$ cat src/common/atr_pkg.sv
package atr_pkg;
   // ***************************
   // Timing
   // ***************************
   localparam int unsigned CLK_PERIOD_NS = 10;
   localparam int unsigned TB_RES_NS     = 50;
   localparam int unsigned TB_DIV        = TB_RES_NS / CLK_PERIOD_NS;
   localparam int unsigned TB_HIGH       = 2;
   // ***************************
   // Counter set
   // ***************************
   localparam int unsigned N_CTR24 = 7;
   localparam int unsigned N_CTR16 = 3;
   localparam int unsigned N_CTR   = N_CTR24 + N_CTR16;
   localparam int unsigned W24     = 24;
   localparam int unsigned W16     = 16;
   localparam logic [23:0] LOAD_RST = 24'h000013;
   // ***************************
   // Register map
   // ***************************
   localparam logic [7:0] OFF_CTRL = 8'h00;
   localparam logic [7:0] OFF_SRC  = 8'h04;
   localparam logic [7:0] OFF_STAT = 8'h08;
   localparam logic [7:0] OFF_TCF  = 8'h0C;
   localparam logic [7:0] OFF_CEN  = 8'h10;
   localparam logic [7:0] OFF_LOAD = 8'h40;
   localparam logic [7:0] OFF_CNT  = 8'h80;
   localparam logic [31:0] CTRL_RST = 32'h00000000;
   localparam logic [31:0] SRC_RST  = 32'h00000000;
   localparam int unsigned CB_TB_SEL = 0;
   localparam int unsigned CB_TB_DRV = 1;
   localparam int unsigned CB_SYNC   = 2;
   localparam int unsigned CB_START  = 3;
   localparam int unsigned CB_STOP   = 4;
   localparam int unsigned CB_OFRONT = 5;
   localparam int unsigned CB_OTRIG  = 6;
   localparam int unsigned CB_PAUSE  = 7;
   localparam int unsigned SF_CONV   = 0;
   localparam int unsigned SF_START  = 4;
   localparam int unsigned SF_PAUSE  = 8;
   localparam int unsigned SF_STB    = 12;
   localparam int unsigned SF_OLINE  = 16;
   localparam logic [1:0] RESP_OK  = 2'h0;
   localparam logic [1:0] RESP_ERR = 2'h2;
   // ***************************
   // Types
   // ***************************
   typedef logic [3:0] atr_src_t;
   localparam atr_src_t SRC_INT   = 4'h0;
   localparam atr_src_t SRC_FRONT = 4'h1;
   localparam atr_src_t SRC_STAR  = 4'h8;
   typedef enum logic [2:0] {
      ST_IDLE  = 3'b001,
      ST_RUN   = 3'b010,
      ST_PAUSE = 3'b100
   } atr_state_e;
endpackage

$ cat src/atr_counter.sv
`timescale 1ns/1ps
module atr_counter #(
   parameter int unsigned W = 24
) (
   input  wire logic         sys_clk_i,
   input  wire logic         nrst_i,
   input  wire logic         en_i,
   input  wire logic         tick_i,
   input  wire logic [W-1:0] load_i,
   output logic      [W-1:0] count_o,
   output logic              tc_o
);
   logic [W-1:0] count_q;
   logic         tc_q;

   // New load value applies at the next wrap, so the rate can change mid-run
   always_ff @(posedge sys_clk_i or negedge nrst_i) begin
      if (!nrst_i) begin
         count_q <= '0;
         tc_q    <= 1'b0;
      end else begin
         tc_q <= 1'b0;
         if (!en_i) begin
            count_q <= load_i;
         end else if (tick_i) begin
            if (count_q == '0) begin
               count_q <= load_i;
               tc_q    <= 1'b1;
            end else begin
               count_q <= count_q - 1'b1;
            end
         end
      end
   end

   assign count_o = count_q;
   assign tc_o    = tc_q;
endmodule // atr_counter

$ cat src/atr_sync.sv
`timescale 1ns/1ps
module atr_sync #(
   parameter int unsigned W = 10
) (
   input  wire logic         sys_clk_i,
   input  wire logic         nrst_i,
   input  wire logic [W-1:0] async_i,
   output logic      [W-1:0] level_o,
   output logic      [W-1:0] rise_o
);
   logic [W-1:0] meta_q;
   logic [W-1:0] sync_q;
   logic [W-1:0] prev_q;

   // Only sync_q looks at meta_q
   always_ff @(posedge sys_clk_i or negedge nrst_i) begin
      if (!nrst_i) begin
         meta_q <= '0;
         sync_q <= '0;
         prev_q <= '0;
      end else begin
         meta_q <= async_i;
         sync_q <= meta_q;
         prev_q <= sync_q;
      end
   end

   assign level_o = sync_q;
   assign rise_o  = sync_q & ~prev_q;
endmodule // atr_sync

$ cat src/atr_top.sv
`timescale 1ns/1ps
// What this block does
// - Master timebase is internal 20 MHz or the backplane clock, chosen by software.
// - Internal timebase may be driven onto the backplane clock line.
// - The selected timebase paces every counter, except counter 1 when its sample source is external.
// - Reset selects internal timebase and does not drive the backplane clock.
// - Trigger line seven resynchronises the master timebase phase.
// - Convert clock source: front input, trigger 0-5, star, or counter zero.
// - Any timing signal may use the front input, several at once.
// - Each timing signal selects an external or internal source.
// - Seven 24-bit and three 16-bit counters.
// - Counter resolution is one timebase period, 50 ns on the internal timebase.
// - Sample rate may change mid-acquisition without stopping samples.
// - Start trigger from front input or trigger bus begins acquisition.
// - Start trigger acted on is driven out to front pin or bus.
// - Pause trigger suspends sampling while active, resumes on release.
// - External sample clock timebase may drive the sample clocks.
// - Hold-complete pulse is produced but not routed to pins.
// - Triggers are accepted on the star trigger line.
module atr_top (
   input  wire logic        sys_clk_i,
   input  wire logic        nrst_i,
   input  wire logic [7:0]  s_axi_awaddr,
   input  wire logic        s_axi_awvalid,
   output logic             s_axi_awready,
   input  wire logic [31:0] s_axi_wdata,
   input  wire logic [3:0]  s_axi_wstrb,
   input  wire logic        s_axi_wvalid,
   output logic             s_axi_wready,
   output logic [1:0]       s_axi_bresp,
   output logic             s_axi_bvalid,
   input  wire logic        s_axi_bready,
   input  wire logic [7:0]  s_axi_araddr,
   input  wire logic        s_axi_arvalid,
   output logic             s_axi_arready,
   output logic [31:0]      s_axi_rdata,
   output logic [1:0]       s_axi_rresp,
   output logic             s_axi_rvalid,
   input  wire logic        s_axi_rready,
   input  wire logic        front_function_input_i,
   output logic             front_function_out_o,
   output logic             front_function_oe_n_o,
   input  wire logic [5:0]  trig_i,
   output logic [5:0]       trig_o,
   output logic [5:0]       trig_oe_n_o,
   input  wire logic        trig7_i,
   input  wire logic        star_trig_i,
   input  wire logic        bus_clk_i,
   output logic             bus_clk_o,
   output logic             bus_clk_oe_n_o,
   output logic             convert_clock_o,
   output logic             sample_clock_o,
   output logic             acquisition_start_trigger_o,
   output logic             sample_held_indication_o,
   output logic             acq_running_o
);
   localparam int unsigned NC = atr_pkg::N_CTR;

   // ***************************
   // Helpers
   // ***************************
   function automatic logic pick(atr_pkg::atr_src_t s, logic [7:0] ext, logic intl);
      logic r;
      r = 1'b0;
      if (s == atr_pkg::SRC_INT) begin
         r = intl;
      end else if (s <= atr_pkg::SRC_STAR) begin
         r = ext[3'(s - 4'h1)];
      end
      return r;
   endfunction

   function automatic logic [31:0] merge(logic [31:0] old, logic [31:0] nw, logic [3:0] st);
      logic [31:0] r;
      r = old;
      for (int b = 0; b < 4; b++) begin
         if (st[b]) begin
            r[b*8 +: 8] = nw[b*8 +: 8];
         end
      end
      return r;
   endfunction

   function automatic logic in_range(logic [7:0] a, logic [7:0] base);
      return a >= base && a < base + 8'(NC * 4);
   endfunction

   function automatic logic mapped(logic [7:0] a);
      return a == atr_pkg::OFF_CTRL || a == atr_pkg::OFF_SRC || a == atr_pkg::OFF_STAT ||
             a == atr_pkg::OFF_TCF || a == atr_pkg::OFF_CEN ||
             in_range(a, atr_pkg::OFF_LOAD) || in_range(a, atr_pkg::OFF_CNT);
   endfunction

   // ***************************
   // Input synchronisers
   // ***************************
   logic [9:0] lvl;
   logic [9:0] rise;

   atr_sync #(.W(10)) u_sync (
      .sys_clk_i (sys_clk_i),
      .nrst_i    (nrst_i),
      .async_i   ({bus_clk_i, trig7_i, star_trig_i, trig_i, front_function_input_i}),
      .level_o   (lvl),
      .rise_o    (rise)
   );

   // ***************************
   // Registers and bus slave
   // ***************************
   logic [31:0]     ctrl_q;
   logic [31:0]     src_q;
   logic [NC-1:0]   cen_q;
   logic [NC-1:0]   tcf_q;
   logic [23:0]     load_q [NC];
   logic [23:0]     cnt [NC];
   logic [NC-1:0]   tc;
   logic            aw_hold_q;
   logic            w_hold_q;
   logic [7:0]      aw_addr_q;
   logic [31:0]     w_data_q;
   logic [3:0]      w_strb_q;
   logic            bvalid_q;
   logic [1:0]      bresp_q;
   logic            rvalid_q;
   logic [1:0]      rresp_q;
   logic [31:0]     rdata_q;
   logic            wr_go;
   logic            start_sw_q;
   logic            stop_sw_q;
   logic [31:0]     rd_mux;
   atr_pkg::atr_state_e st_q;

   assign s_axi_awready = !aw_hold_q && !bvalid_q;
   assign s_axi_wready  = !w_hold_q && !bvalid_q;
   assign s_axi_arready = !rvalid_q;
   assign s_axi_bvalid  = bvalid_q;
   assign s_axi_bresp   = bresp_q;
   assign s_axi_rvalid  = rvalid_q;
   assign s_axi_rresp   = rresp_q;
   assign s_axi_rdata   = rdata_q;
   assign wr_go         = aw_hold_q && w_hold_q;

   always_ff @(posedge sys_clk_i or negedge nrst_i) begin
      if (!nrst_i) begin
         aw_hold_q <= 1'b0;
         w_hold_q  <= 1'b0;
         aw_addr_q <= 8'h00;
         w_data_q  <= 32'h00000000;
         w_strb_q  <= 4'h0;
         bvalid_q  <= 1'b0;
         bresp_q   <= atr_pkg::RESP_OK;
      end else begin
         if (s_axi_awvalid && s_axi_awready) begin
            aw_hold_q <= 1'b1;
            aw_addr_q <= s_axi_awaddr;
         end
         if (s_axi_wvalid && s_axi_wready) begin
            w_hold_q <= 1'b1;
            w_data_q <= s_axi_wdata;
            w_strb_q <= s_axi_wstrb;
         end
         if (wr_go) begin
            aw_hold_q <= 1'b0;
            w_hold_q  <= 1'b0;
            bvalid_q  <= 1'b1;
            bresp_q   <= mapped(aw_addr_q) ? atr_pkg::RESP_OK : atr_pkg::RESP_ERR;
         end else if (bvalid_q && s_axi_bready) begin
            bvalid_q <= 1'b0;
         end
      end
   end

   always_comb begin
      rd_mux = 32'h00000000;
      case (s_axi_araddr)
         atr_pkg::OFF_CTRL: rd_mux = ctrl_q;
         atr_pkg::OFF_SRC:  rd_mux = src_q;
         atr_pkg::OFF_STAT: rd_mux = {28'h0000000, ctrl_q[atr_pkg::CB_TB_SEL], st_q};
         atr_pkg::OFF_TCF:  rd_mux = 32'(tcf_q);
         atr_pkg::OFF_CEN:  rd_mux = 32'(cen_q);
         default: begin
            for (int i = 0; i < NC; i++) begin
               if (s_axi_araddr == atr_pkg::OFF_LOAD + 8'(i * 4)) begin
                  rd_mux = 32'(load_q[i]);
               end
               if (s_axi_araddr == atr_pkg::OFF_CNT + 8'(i * 4)) begin
                  rd_mux = 32'(cnt[i]);
               end
            end
         end
      endcase
   end

   always_ff @(posedge sys_clk_i or negedge nrst_i) begin
      if (!nrst_i) begin
         rvalid_q <= 1'b0;
         rresp_q  <= atr_pkg::RESP_OK;
         rdata_q  <= 32'h00000000;
      end else if (s_axi_arvalid && s_axi_arready) begin
         rvalid_q <= 1'b1;
         rresp_q  <= mapped(s_axi_araddr) ? atr_pkg::RESP_OK : atr_pkg::RESP_ERR;
         rdata_q  <= rd_mux;
      end else if (rvalid_q && s_axi_rready) begin
         rvalid_q <= 1'b0;
      end
   end

   // Start and stop bits are one-shot commands, never stored
   always_ff @(posedge sys_clk_i or negedge nrst_i) begin
      if (!nrst_i) begin
         ctrl_q     <= atr_pkg::CTRL_RST;
         src_q      <= atr_pkg::SRC_RST;
         cen_q      <= '0;
         start_sw_q <= 1'b0;
         stop_sw_q  <= 1'b0;
         for (int i = 0; i < NC; i++) begin
            load_q[i] <= atr_pkg::LOAD_RST;
         end
      end else begin
         start_sw_q <= 1'b0;
         stop_sw_q  <= 1'b0;
         if (wr_go) begin
            if (aw_addr_q == atr_pkg::OFF_CTRL) begin
               ctrl_q <= merge(ctrl_q, w_data_q, w_strb_q) &
                         ~(32'h1 << atr_pkg::CB_START) & ~(32'h1 << atr_pkg::CB_STOP);
               start_sw_q <= w_strb_q[0] && w_data_q[atr_pkg::CB_START];
               stop_sw_q  <= w_strb_q[0] && w_data_q[atr_pkg::CB_STOP];
            end
            if (aw_addr_q == atr_pkg::OFF_SRC) begin
               src_q <= merge(src_q, w_data_q, w_strb_q);
            end
            if (aw_addr_q == atr_pkg::OFF_CEN) begin
               cen_q <= NC'(merge(32'(cen_q), w_data_q, w_strb_q));
            end
            for (int i = 0; i < NC; i++) begin
               if (aw_addr_q == atr_pkg::OFF_LOAD + 8'(i * 4)) begin
                  load_q[i] <= 24'(merge(32'(load_q[i]), w_data_q, w_strb_q));
               end
            end
         end
      end
   end

   // Set wins over a same-cycle write-one clear
   always_ff @(posedge sys_clk_i or negedge nrst_i) begin
      if (!nrst_i) begin
         tcf_q <= '0;
      end else begin
         if (wr_go && aw_addr_q == atr_pkg::OFF_TCF) begin
            tcf_q <= (tcf_q & ~NC'(w_data_q & {32{w_strb_q[0]}})) | tc;
         end else begin
            tcf_q <= tcf_q | tc;
         end
      end
   end

   // ***************************
   // Master timebase
   // ***************************
   logic [2:0] div_q;
   logic       int_tick;
   logic       tb_tick;
   logic       tb_sel;
   logic       tb_drv;

   assign tb_sel   = ctrl_q[atr_pkg::CB_TB_SEL];
   assign tb_drv   = ctrl_q[atr_pkg::CB_TB_DRV] && !tb_sel;
   assign int_tick = div_q == 3'(atr_pkg::TB_DIV - 1);
   assign tb_tick  = tb_sel ? rise[9] : int_tick;

   always_ff @(posedge sys_clk_i or negedge nrst_i) begin
      if (!nrst_i) begin
         div_q <= 3'h0;
      end else if (ctrl_q[atr_pkg::CB_SYNC] && rise[8]) begin
         div_q <= 3'h0;
      end else if (int_tick) begin
         div_q <= 3'h0;
      end else begin
         div_q <= div_q + 3'h1;
      end
   end

   always_ff @(posedge sys_clk_i or negedge nrst_i) begin
      if (!nrst_i) begin
         bus_clk_o      <= 1'b0;
         bus_clk_oe_n_o <= 1'b1;
      end else begin
         bus_clk_o      <= div_q < 3'(atr_pkg::TB_HIGH);
         bus_clk_oe_n_o <= !tb_drv;
      end
   end

   // ***************************
   // Counters
   // ***************************
   logic running;
   logic stb_tick;

   assign running  = st_q == atr_pkg::ST_RUN;
   // Counter 1 paces samples and may run off an external timebase
   assign stb_tick = pick(src_q[atr_pkg::SF_STB +: 4], rise[7:0], tb_tick);

   for (genvar i = 0; i < NC; i++) begin : g_ctr
      localparam int unsigned W = (i < atr_pkg::N_CTR24) ? atr_pkg::W24 : atr_pkg::W16;
      logic [W-1:0] c;
      logic         en;
      logic         tk;
      if (i < 2) begin : g_acq
         assign en = st_q != atr_pkg::ST_IDLE;
         assign tk = running && (i == 1 ? stb_tick : tb_tick);
      end else begin : g_gp
         assign en = cen_q[i];
         assign tk = tb_tick;
      end
      atr_counter #(.W(W)) u_ctr (
         .sys_clk_i (sys_clk_i),
         .nrst_i    (nrst_i),
         .en_i      (en),
         .tick_i    (tk),
         .load_i    (load_q[i][W-1:0]),
         .count_o   (c),
         .tc_o      (tc[i])
      );
      assign cnt[i] = 24'(c);
   end

   // ***************************
   // Acquisition control
   // ***************************
   logic conv_evt;
   logic start_evt;
   logic pause_lvl;
   logic start_act;
   logic [5:0] line_sel;

   assign conv_evt  = pick(src_q[atr_pkg::SF_CONV +: 4], rise[7:0], tc[0]);
   assign start_evt = pick(src_q[atr_pkg::SF_START +: 4], rise[7:0], start_sw_q);
   assign pause_lvl = pick(src_q[atr_pkg::SF_PAUSE +: 4], lvl[7:0], ctrl_q[atr_pkg::CB_PAUSE]);
   assign start_act = st_q == atr_pkg::ST_IDLE && start_evt;
   assign line_sel  = 6'h01 << src_q[atr_pkg::SF_OLINE +: 3];

   always_ff @(posedge sys_clk_i or negedge nrst_i) begin
      if (!nrst_i) begin
         st_q <= atr_pkg::ST_IDLE;
      end else begin
         case (st_q)
            atr_pkg::ST_IDLE: begin
               if (start_act) begin
                  st_q <= atr_pkg::ST_RUN;
               end
            end
            atr_pkg::ST_RUN: begin
               if (stop_sw_q) begin
                  st_q <= atr_pkg::ST_IDLE;
               end else if (pause_lvl) begin
                  st_q <= atr_pkg::ST_PAUSE;
               end
            end
            atr_pkg::ST_PAUSE: begin
               if (stop_sw_q) begin
                  st_q <= atr_pkg::ST_IDLE;
               end else if (!pause_lvl) begin
                  st_q <= atr_pkg::ST_RUN;
               end
            end
            default: st_q <= atr_pkg::ST_IDLE;
         endcase
      end
   end

   // Hold-complete has no pin route; it only leaves as its own port
   always_ff @(posedge sys_clk_i or negedge nrst_i) begin
      if (!nrst_i) begin
         convert_clock_o             <= 1'b0;
         sample_clock_o              <= 1'b0;
         sample_held_indication_o    <= 1'b0;
         acquisition_start_trigger_o <= 1'b0;
         front_function_oe_n_o       <= 1'b1;
         trig_oe_n_o                 <= 6'h3F;
      end else begin
         convert_clock_o             <= conv_evt && running;
         sample_clock_o              <= tc[1];
         sample_held_indication_o    <= convert_clock_o;
         acquisition_start_trigger_o <= start_act;
         front_function_oe_n_o       <= !ctrl_q[atr_pkg::CB_OFRONT];
         trig_oe_n_o                 <= ctrl_q[atr_pkg::CB_OTRIG] ? ~line_sel : 6'h3F;
      end
   end

   assign front_function_out_o = acquisition_start_trigger_o;
   assign trig_o               = {6{acquisition_start_trigger_o}};
   assign acq_running_o        = running;
endmodule // atr_top
$ cat config.mk
export PLATFORM = sky130hd
export DESIGN_NAME = atr_top
export DESIGN_NICKNAME = d
export VERILOG_FILES = /design/src/common/atr_pkg.sv /design/src/atr_counter.sv /design/src/atr_sync.sv /design/src/atr_top.sv
export SDC_FILE = /design/constraint.sdc
export NUM_CORES = 1
export LEC_CHECK = 0
export BUFFER_PORTS_ARGS = -buffer_cell sky130_fd_sc_hd__buf_2
export CORE_UTILIZATION = 40
export CTS_BUF_LIST = sky130_fd_sc_hd__clkbuf_4
export DETAILED_ROUTE_END_ITERATION = 12
export PLACE_DENSITY_LB_ADDON = 0.15
export SETUP_SLACK_MARGIN = 0.4
export SLEW_MARGIN = 20
export SYNTH_ARGS = -nofsm -noshare
export SYNTH_HDL_FRONTEND = slang
export SYNTH_SLANG_ARGS = --single-unit
$ cat constraint.sdc
create_clock -name sys_clk_i -period 7.2 [get_ports sys_clk_i]
set_input_delay 1.44 -clock sys_clk_i [delete_from_list [all_inputs] [get_ports sys_clk_i]]
set_output_delay 1.44 -clock sys_clk_i [all_outputs]
set_load 0.01 [all_outputs]
==> impl_metrics.toml <==
[synth]
synth-seq-cells = 681
synth_area_leaders = "dfrtp_1 (45%), mux2_2 (11%), o21ai_0 (4.4%), a21oi_1 (3.6%), nand2_1 (3.3%)"
yosysWarnings = 0
ys_types = 95
syn_inst = 3700
synth_largest_area_cell = "dfrtp_1"
syn_area_per_cell_sq_um = 9.76
synth-edff-count = 0
synth_top_area_share_pct = 44.5
synth_area_sq_um = 36100
synth-async-reset-ratio_pct = 100
synth_ff_type = "dfrtp_1"
synth_seq_area_share_pct = 47.3

[global_route]
grt_pass1_vias = 30700
grt_max_degree = 160
grt_pass1_wl_um = 222000
antenna_found_initial = 21
grt-ovfl-total = 0
track_usage_pct = 33.7

[worst_setup_path]
r2r_setup_slack_ps = 3630
slowest_delay_ps = 940
crit_chain = "buf_2, or4b_2, nor2_2, a222oi_1, o211ai_1, o31ai_1, a41oi_1"
path_class = "primary input to flip-flop"
cp-end-kind = "flip-flop"
worst_ep_arrival_time_ps = 4900
r2r-start = "div_q[0]"
required_ps = 8260
worstPathMaxFanout = 51
critPathSlowestCell = "nor2_2"
rr_endpoint = "g_ctr[1].u_ctr.count_o[1]"
start_kind = "primary input"
reg2reg_depth = 10

[floorplanning]
core-area_sq_um = 88900
dieWidth_um = 302
die_y_um = 302
die-area_sq_um = 91500
num_rows = 109
ios = 131
initial_core_util_pct = 40.6

[power]
peakVddDrop_mv = 0.356
leakage_nw = 18.3
total_power_mw = 13.7
power-per-cell-area_nw_per_um2 = 340

[route]
num_vias = 33100
wire_per_inst_um = 30.1
postRouteAntennaNets = 0
drtIter0Drc = 4515
first_pass_iters = 9
viasPerCell = 6.43
drc = 0
wl_um = 155000

[job]
maxCapViolCount = 0

[hold_path]
hold_path.class = "primary input to asynchronous set/reset pin"

[timing]
tightest_slew_ps = 1240
setup_tns_ps = 0
finalHoldViolCount = 0
rsz0062_at_grt = "false"
slew_viol_final = 0
slew_headroom_pct = 17.4
setup_viol = 0
period_share_pct = 53.4
min_period_ps = 3840
fmax_mhz = 260
fin_skew_ps = 97.5

[cts]
clockBufferDepth = 3
clock_latency_ps = 1160
clk_pin_slew_ps = 70
cts.hold.buffers_added = 0
numCtsBuffers = 189
post_cts_resized = 0
cts_max_level = 4
clockRootBuffer = "clkbuf_4"
cts.sinks = 681
post_cts_buffers = 0
tritoncts = "built"

[finish]
syn_to_final_growth_pct = 11.9
final_common_cell = "dfrtp_1"
final_cell_mix = "dfrtp_1 (641), mux2_2 (349), nand2_1 (320), o21ai_0 (318), clkbuf_4 (292)"
drive_gt1_share_pct = 24.5
fin_nets = 3915

[place]
port_buffers = 128
gp_congestion = 0.996
place_hpwl_um = 111000

[status]
outcome = "finished clean"
## critical path, delay by kind of cell
kind	cells	cell delay (ps)
compound gates	4	900
simple gates	2	1830
buf+inv	1	700
## how the worst max path moves through the flow
stage,startpoint,end,slack [ps],cells after the start
after floorplan,s_axi_araddr[0],s_axi_rdata[13],3690,8
after global placement,s_axi_araddr[3],s_axi_rdata[6],2390,7
after detailed placement,s_axi_araddr[3],s_axi_rdata[7],2330,7
after CTS,st_q[2],acq_running_o,3390,3
after global routing,s_axi_araddr[3],s_axi_rdata[7],3220,7
final,s_axi_araddr[3],s_axi_rdata[7],3360,7
## flip-flops by register name, summed over array words and instances (netlist names), 30 cells and up
signal	flops
w_data_q	32
ctrl_q	30
load_q	240
s_axi_rdata	32
src_q	32
g_ctr.u_ctr.count_o	216
## Yosys cell counts, types with 61 or more instances
| cell type | number |
|---|---|
| o21ai_0 | 318 |
| nand2_1 | 320 |
| nor2_1 | 267 |
| inv_1 | 61 |
| nor4_1 | 76 |
| a21oi_1 | 263 |
| nor3_1 | 157 |
| o22ai_1 | 61 |
| a22oi_1 | 79 |
| clkbuf_1 | 199 |
| dfrtp_1 | 642 |
| mux2_2 | 349 |
| nand3_1 | 96 |
## stage by stage
| stage | setup WS (ps) | cells | hold WS (ps) | utilization (%) | area, sq um |
|---|---|---|---|---|---|
| 6_report | 3360 | 5158 | 333 | 45.4 | 40400 |
| 3_5_place_dp | 2330 | 4794 | 336 | 42.5 | 37800 |
| 2_1_floorplan | 3690 | 3701 | 331 | - | 36100 |
| 4_1_cts | 3390 | 5145 | 298 | 45.4 | 40400 |
| 3_3_place_gp | 2390 | 4794 | 335 | 42.5 | 37800 |
| 5_1_grt | 3220 | 5152 | 348 | 45.4 | 40400 |
## kinds of logic after synthesis
kind of cell    Yosys count  share of synthesized area, %
simple gates           1162                          15.9
compound gates         1126                          20.3
flops                   681                          47.3
mux                     374                          11.9
buf+inv                 328                          3.70
fa+ha+maj                26                         0.901
xor+xnor                  2                        0.0485
other cells               1                        0.0104
## report_power, final
part	internal, mW	switching, mW	total [mW]
logic	1.46	3.10	4.56
clock network	1.93	1.80	3.73
registers	4.37	1.09	5.46
## routing by layer
metal	track usage (%)	up-vias	wire, um
li1	-	14300	-
met2	49.8	1843	67200
met5	0	-	32
met3	7.31	352	15500
met1	47.1	16600	65100
met4	15.8	6	7520
## cell type report
class | count | area [sq um]
clock buffer | 292 | 2190
timing repair buffer | 195 | 1200
multi-input combinational | 2692 | 17900
fill | 8802 | 48500
sequential | 681 | 17100
inverter | 61 | 229
clock inverter | 59 | 334
tap | 1165 | 1460
antenna | 13 | 32.5
(Power assumes the default switching activity.)
